**src/rtl/nvb_params.svh**
```systemverilog
// Functional notes
// RQ1 - Memory holds 32,768 bytes picked by a 15-bit address latched at chip-select fall.
// RQ2 - Address changes while chip select stays low are ignored by the memory.
// RQ3 - Bytes move both ways over one 8-bit bidirectional data bus.
// RQ4 - Write enable low stores the bus byte at the latched address.
// RQ5 - Write enable already low at chip-select fall starts the cycle as a write.
// RQ6 - Output enable only gates the memory's data drivers.
// RQ7 - Host makes a fresh chip-select falling edge for every access.
// RQ8 - Memory finishes its internal cycle even if chip select rises early.
// RQ9 - Read data is valid only 70 ns after chip select falls.
// RQ10 - Early output enable leaves the bus undriven until data is valid.
// RQ11 - Chip-select-controlled write: memory never drives the data bus.
// RQ12 - Write enable falling late starts as a read, driven per output enable.
// RQ13 - Write ends at first rising edge; host holds data stable before it.
// RQ14 - Read and write share 130 ns cycle time and one access time.
// RQ15 - Writes finish within their cycle; next access may follow at once.
// RQ16 - Precharge begins only when chip select rises.
// RQ17 - Host keeps chip select high for at least the minimum precharge time.
// RQ18 - Host keeps every chip-select low time below the allowed maximum.
// RQ19 - Address changes after latch and hold have no effect on the operation.
// RQ20 - A read returns the last byte written there; contents persist unpowered.
`ifndef NVB_PARAMS_SVH
`define NVB_PARAMS_SVH
`define NVB_CLK_PERIOD_NS 10
`define NVB_ACCESS_NS 70
`define NVB_CYCLE_NS 130
`define NVB_MIN_PRECHARGE_NS 60
`define NVB_ADDR_HOLD_NS 10
`define NVB_DATA_SETUP_NS 30
`define NVB_ADDR_W 15
`define NVB_DATA_W 8
`define NVB_CNT_W 8
`endif

```
**src/rtl/nvb_pkg.sv**
```systemverilog
package nvb_pkg;
	typedef enum logic [2:0]
	{
		NVB_IDLE = 3'b000,
		NVB_SETUP = 3'b001,
		NVB_ACTIVE = 3'b010,
		NVB_PRECHARGE = 3'b011
	} nvb_state_t;
endpackage : nvb_pkg

```
**src/rtl/nvb_host.sv**
```systemverilog
`timescale 1ns/100ps
`include "nvb_params.svh"
module nvb_host
	import nvb_pkg::*;
#(
	parameter int ADDR_W = `NVB_ADDR_W,
	parameter int DATA_W = `NVB_DATA_W
)
(
	// Clock and reset
	input wire logic clk_sys,
	input wire logic rst_n,
	// User request
	input wire logic reqValid,
	input wire logic reqWrite,
	input wire logic [ADDR_W-1:0] reqAddr,
	input wire logic [DATA_W-1:0] reqData,
	output logic reqReady,
	// User answer
	output logic rspValid,
	output logic [DATA_W-1:0] rspData,
	// Memory pins
	output logic [ADDR_W-1:0] memAddr,
	output logic chipEnable_n,
	output logic outputEnable_n,
	output logic writeEnable_n,
	input wire logic [DATA_W-1:0] dataIn,
	output logic [DATA_W-1:0] dataOut,
	output logic dataOe
);
	// Cycle counts, least times rounded up
	function automatic logic [`NVB_CNT_W-1:0] nsToCycles(input int ns);
		int c;
		c = (ns + `NVB_CLK_PERIOD_NS - 1) / `NVB_CLK_PERIOD_NS;
		if (c < 1)
			c = 1;
		return c[`NVB_CNT_W-1:0];
	endfunction : nsToCycles

	// Last cycle of a phase, shared by the pin processes
	function automatic logic phaseEnd(input nvb_state_t cur,
		input nvb_state_t phase, input logic expired);
		return (cur == phase) && expired;
	endfunction : phaseEnd

	localparam logic [`NVB_CNT_W-1:0] ACCESS_CYC = nsToCycles(`NVB_ACCESS_NS);
	localparam logic [`NVB_CNT_W-1:0] PRE_CYC =
		nsToCycles(`NVB_MIN_PRECHARGE_NS);
	localparam logic [`NVB_CNT_W-1:0] HOLD_CYC =
		nsToCycles(`NVB_ADDR_HOLD_NS);
	localparam logic [`NVB_CNT_W-1:0] LOW_CYC =
		nsToCycles(`NVB_CYCLE_NS - `NVB_MIN_PRECHARGE_NS);
	// Low time never shorter than the access
	localparam logic [`NVB_CNT_W-1:0] LOW_LOAD =
		(ACCESS_CYC > LOW_CYC) ? ACCESS_CYC : LOW_CYC;

	nvb_state_t state;
	logic isWrite;
	logic timerLoad;
	logic [`NVB_CNT_W-1:0] timerValue;
	logic timerDone;

	nvb_timer #(.CNT_W(`NVB_CNT_W)) uTimer
	(
		.clk_sys(clk_sys),
		.rst_n(rst_n),
		.load(timerLoad),
		.loadValue(timerValue),
		.done(timerDone)
	);

	logic accessEnd;
	logic prechargeEnd;
	assign accessEnd = phaseEnd(state, NVB_ACTIVE, timerDone);
	assign prechargeEnd = phaseEnd(state, NVB_PRECHARGE, timerDone);

	// Timer loads at each phase entry
	always_comb
	begin
		timerLoad = 1'b0;
		timerValue = '0;
		case (state)
			NVB_IDLE:
			begin
				timerLoad = reqValid;
				timerValue = HOLD_CYC;
			end
			NVB_SETUP:
			begin
				timerLoad = 1'b1;
				timerValue = LOW_LOAD;
			end
			NVB_ACTIVE:
			begin
				timerLoad = timerDone;
				timerValue = PRE_CYC;
			end
			default:
			begin
				timerLoad = 1'b0;
				timerValue = '0;
			end
		endcase
	end

	// Sequencer
	always_ff @(posedge clk_sys or negedge rst_n)
	begin
		if (!rst_n)
			state <= NVB_IDLE;
		else
			case (state)
				NVB_IDLE:
					if (reqValid)
						state <= NVB_SETUP;
				NVB_SETUP:
					state <= NVB_ACTIVE;
				NVB_ACTIVE:
					if (timerDone)
						state <= NVB_PRECHARGE;
				NVB_PRECHARGE:
					// RQ17 precharge high time
					if (timerDone)
						state <= NVB_IDLE;
				default:
					state <= NVB_IDLE;
			endcase
	end

	// Address and write data held from request to precharge
	always_ff @(posedge clk_sys or negedge rst_n)
	begin
		if (!rst_n)
		begin
			memAddr <= '0;
			dataOut <= '0;
			isWrite <= 1'b0;
		end
		else if (state == NVB_IDLE && reqValid)
		begin
			// RQ1 address before fall
			memAddr <= reqAddr;
			// RQ13 data stable early
			dataOut <= reqData;
			isWrite <= reqWrite;
		end
	end

	// Chip select: one fresh fall per access, bounded low time
	always_ff @(posedge clk_sys or negedge rst_n)
	begin
		if (!rst_n)
			chipEnable_n <= 1'b1;
		// RQ7 fresh falling edge
		else if (state == NVB_SETUP)
			chipEnable_n <= 1'b0;
		// RQ18 bounded low time
		else if (accessEnd)
			chipEnable_n <= 1'b1;
	end

	// Write enable low at the same edge as the fall avoids bus contention
	always_ff @(posedge clk_sys or negedge rst_n)
	begin
		if (!rst_n)
		begin
			writeEnable_n <= 1'b1;
			outputEnable_n <= 1'b1;
			dataOe <= 1'b0;
		end
		else if (state == NVB_SETUP)
		begin
			// RQ11 chip-select controlled write
			writeEnable_n <= !isWrite;
			outputEnable_n <= isWrite;
			// RQ3 drive bus on writes
			dataOe <= isWrite;
		end
		else if (accessEnd)
		begin
			// RQ13 write ends together
			writeEnable_n <= 1'b1;
			outputEnable_n <= 1'b1;
		end
		else if (state == NVB_PRECHARGE)
			dataOe <= 1'b0;
	end

	// Read capture after the full access time
	always_ff @(posedge clk_sys or negedge rst_n)
	begin
		if (!rst_n)
		begin
			rspValid <= 1'b0;
			rspData <= '0;
		end
		// RQ9 sample after access
		else if (accessEnd && !isWrite)
		begin
			rspValid <= 1'b1;
			rspData <= dataIn;
		end
		// RQ15 writes answer at access end, same edge as reads
		else if (accessEnd && isWrite)
			rspValid <= 1'b1;
		else
			rspValid <= 1'b0;
	end

	// Ready only in idle; one request per cycle of the memory
	always_ff @(posedge clk_sys or negedge rst_n)
	begin
		if (!rst_n)
			reqReady <= 1'b0;
		// RQ14 single timing path
		else
			reqReady <= prechargeEnd ||
				(state == NVB_IDLE && !reqValid);
	end
endmodule : nvb_host

```
**src/rtl/nvb_timer.sv**
```systemverilog
`timescale 1ns/100ps
`include "nvb_params.svh"
module nvb_timer
	import nvb_pkg::*;
#(
	parameter int CNT_W = `NVB_CNT_W
)
(
	// Clock and reset
	input wire logic clk_sys,
	input wire logic rst_n,
	// Control
	input wire logic load,
	input wire logic [CNT_W-1:0] loadValue,
	output logic done
);
	logic [CNT_W-1:0] count;

	always_ff @(posedge clk_sys or negedge rst_n)
	begin
		if (!rst_n)
			count <= '0;
		else if (load)
			count <= loadValue;
		else if (count != '0)
			count <= count - 1'b1;
	end

	// No load term: a load fed back from done would close a loop
	assign done = (count == '0);
endmodule : nvb_timer

```
**config.mk**
```make
export PLATFORM = sky130hd
export DESIGN_NAME = nvb_host
export DESIGN_NICKNAME = d
export VERILOG_FILES = /design/src/rtl/nvb_pkg.sv /design/src/rtl/nvb_host.sv /design/src/rtl/nvb_timer.sv
export VERILOG_INCLUDE_DIRS = /design/src /design/src/rtl
export SDC_FILE = /design/constraint.sdc
export NUM_CORES = 1
export LEC_CHECK = 0
export BUFFER_PORTS_ARGS = -buffer_cell sky130_fd_sc_hd__buf_2
export CORE_UTILIZATION = 38
export DETAILED_ROUTE_END_ITERATION = 12
export PLACE_DENSITY_LB_ADDON = 0.08
export SYNTH_ARGS = -nofsm -noshare
export SYNTH_HDL_FRONTEND = slang
export SYNTH_SLANG_ARGS = --single-unit
```
**constraint.sdc**
```tcl
create_clock -name clk_sys -period 2.3 [get_ports clk_sys]
set_input_delay 0 -clock clk_sys [delete_from_list [all_inputs] [get_ports clk_sys]]
set_output_delay 0 -clock clk_sys [all_outputs]
set_load 0.005 [all_outputs]
```
==> key figures <==
Yosys
  • Syn Inst Count: 146
  • Register area share after synthesis: 0.5886
  • Syn nets: 187
  • Post-synth EDFFs: 0
  • Post-synth top flop: dfrtp_1
  • Synth Register Bits: 48
  • Yosys warns: 0
  • Ys async rst share: 1.000
  • Mapped Area: 2047 um^2
  • Distinct cell type count after synthesis: 34
  • Avg Synthesized Cell Area: 14.02 um^2

Floorplanning
  • Die W: 75.40 um
  • DIE HEIGHT: 75.40 um
  • FP Rows: 26
  • Initial core utilization: 0.3982
  • Top Ports: 72
  • Core area: 5140 um^2
  • Die area: 5684 um^2

Placed design
  • Buffers on Ports: 71
  • Placed insts: 288
  • Gpl congestion: 0.7804
  • Setup slack at placement: -31.84 ps
  • Dpl hpwl: 3.206 mm

Setup path
  • Type of element capturing the critical path: flip-flop
  • Worst setup path category: reg2reg
  • Maximum fanout along the worst path: 5
  • Setup crit start kind: flip-flop
  • Critical Path RT: 2520 ps
  • Critical Path AT: 2260 ps

Route
  • Detailed-route wire length: 4.700 mm
  • Detailed-route DRC error count: 0
  • Via count: 1589
  • TritonRoute pass-1 iters: 4
  • Routed len/inst: 14.20 um
  • Routed Antenna Nets: 0
  • 1st-iter DRT viols: 56
  • Via/cell ratio: 4.801

Timing
  • Worst-Margin Slew: 1018 ps
  • Setup violations, final: 0
  • Final WS setup: 263.9 ps
  • Post-layout minimum cycle time: 2036 ps
  • Clock skew: 4.557 ps
  • Hold slack: 52.86 ps
  • Period Utilization, post-route: 0.8853
  • Slew Viols, Final: 0
  • Final Hold Viols: 0
  • Max Fclk: 491.1 MHz
  • Normalized max-slew margin: 0.3216
  • RSZ-0062 raised after global routing: false

Clocking
  • Clock Sinks: 48
  • Clock Latency Late Sink: 290 ps
  • H-tree depth: 2
  • CTS root buffer: clkbuf_8
  • CTS Buf Count: 5
  • Max Root-Sink Buffers: 2
  • Clk slew on worst S/H paths: 80 ps
  • CTS tree: built

Finish
  • Commonest non-fill, non-tap cell in the layout: buf_2
  • Commonest non-fill, non-tap cells in the layout: buf_2, dfrtp_1, dlygate4sd3_1
  • Layout Nets: 301
  • Fraction of layout cells with a size suffix above 1: 0.4138
  • Layout Utilization: 0.5777
  • FILL cells: 461
  • Final Non-Filler Cells: 331
  • Multi-input logic area: 827.0 um^2
  • FF/Latch Area: 1205 um^2
  • P&R area growth vs syn: 45.05%
  • # diodes: 0

Global routing
  • Initial antenna violation count: 0
  • Grt peak-use layer: met2
  • GRT overflow: 0
  • Met2 usage: 0.3323
  • Total GRT Usage: 0.1862
  • GR Layer Usage met1: 0.2052
  • First-pass GRT wire length: 7.797 mm
  • Largest net degree at the start of global routing: 48
  • Met3 layer usage reported by global route: 0.04365
  • Vias in the first global route: 1732

Min path
  • Class of the worst hold path: in2reg

Pwr
  • Sw frac: 0.3315
  • Internal: 2.457 mW
  • Static leakage: 1.413 nW
  • VDD IR max: 0.5606 mV
  • Seq pwr share: 0.416
  • Power per Cell Area: 1238 nW/um^2
  • Clock power share: 0.159
  • Combinational Power Share: 0.425
  • Sw Pwr: 1.218 mW
  • Pwr Total: 3.676 mW

Job
  • Max Cap Viol: 0

Run status
  • Status: complete, no violations
[cell type report]
| class | count | share of cell area |
|---|---|---|
| clock buffers | 6 | 0.02444 |
| clock inverters | 2 | 0.01180 |
| inverters | 5 | 0.006321 |
| multi-input cells | 91 | 0.2786 |
| flip-flops and latches | 48 | 0.4058 |
| well taps | 70 | 0.02950 |
| repair buffers | 109 | 0.2436 |
[power by group through the flow]
stage	sequential, mW	combinational, mW	clock (mW)
after floorplan	1.53	0.883	0
after global placement	1.51	1.45	0
after detailed placement	1.53	1.51	0
after CTS	1.53	1.57	0.605
after global routing	1.59	1.74	0.638
final	1.53	1.56	0.584
[state kept, by name, indices dropped and copies added, names as in the netlist, 2 cells and up]
name and cells:
dataOut 8, rspData 8, state 2, memAddr 15, uTimer.count 8
[metal layers]
layer	part of all wire	vias to the layer above
li1	-	738
met1	0.37	784
met2	0.55	50
met3	0.037	17
met4	0.039	0
met5	0	-
[kinds of logic (layout without fill, tap and decap cells)]
| logic type | count (synthesis) | count (layout) | share of synthesized area |
|---|---|---|---|
| AO/OA/AOI/OAI | 18 | 18 | 0.06418 |
| AND/OR/NAND/NOR | 28 | 28 | 0.08558 |
| flip-flops | 48 | 48 | 0.5886 |
| multiplexers | 38 | 38 | 0.2078 |
| XOR/XNOR | 1 | 1 | 0.004280 |
| adder cells (fa/ha/maj) | 6 | 6 | 0.03667 |
| buffers and inverters | 7 | 122 | 0.01284 |
[Yosys cell counts, types with 2 or more instances]
cell | number | area [um^2]
ha_1 | 6 | 75.07
a21o_1 | 2 | 15.01
clkbuf_1 | 2 | 7.510
o21ai_1 | 3 | 15.01
mux2_1 | 20 | 225.2
a21oi_1 | 4 | 20.02
dfstp_2 | 3 | 78.83
dfrtp_1 | 45 | 1126
mux2i_1 | 2 | 20.02
nand3_1 | 2 | 10.01
or3_1 | 2 | 12.51
mux2_2 | 16 | 180.2
o21ai_0 | 2 | 10.01
nand2b_1 | 2 | 12.51
nor2_1 | 7 | 26.28
nand2_1 | 6 | 22.52
inv_1 | 5 | 18.77
[critical path, cell delays in order, from the launching register on]
cell	delay, ps
dfrtp_1	350
inv_1	70
ha_1	230
nor3b_4	180
buf_4	160
a211o_1	310
or4b_4	530
a21oi_2	140
[stage by stage]
stage	area [um^2]	setup TNS [ps]
2_1_floorplan	2047	0
3_3_place_gp	2505	0
3_5_place_dp	2505	-181.7
4_1_cts	2949	0
5_1_grt	2969	0
6_report	2969	0
[path summary, 6_finish.rpt]
kind                                    to       startpoint  depth (start not counted)  slack, ps
setup / recovery           uTimer.count[7]  uTimer.count[0]                          7        260
hold / removal                    reqReady         reqValid                          3         50
setup reg to reg           uTimer.count[7]  uTimer.count[0]                          7        260
hold reg to reg                memAddr[12]      memAddr[12]                          1        490
max in group asynchronous   outputEnable_n            rst_n                          3       1170
min in group asynchronous       rspData[2]            rst_n                          2        420
[repair_timing]
item / in CTS / in global routing
hold buffers: 33 / 0
pin swaps: 0 / 1
setup buffers: 0 / 2
setup endpoints to repair: 8 / 8
hold endpoints to repair: 77 / 0
gates resized for setup: 1 / 1
Note: power is estimated with default switching activity, not from simulation.
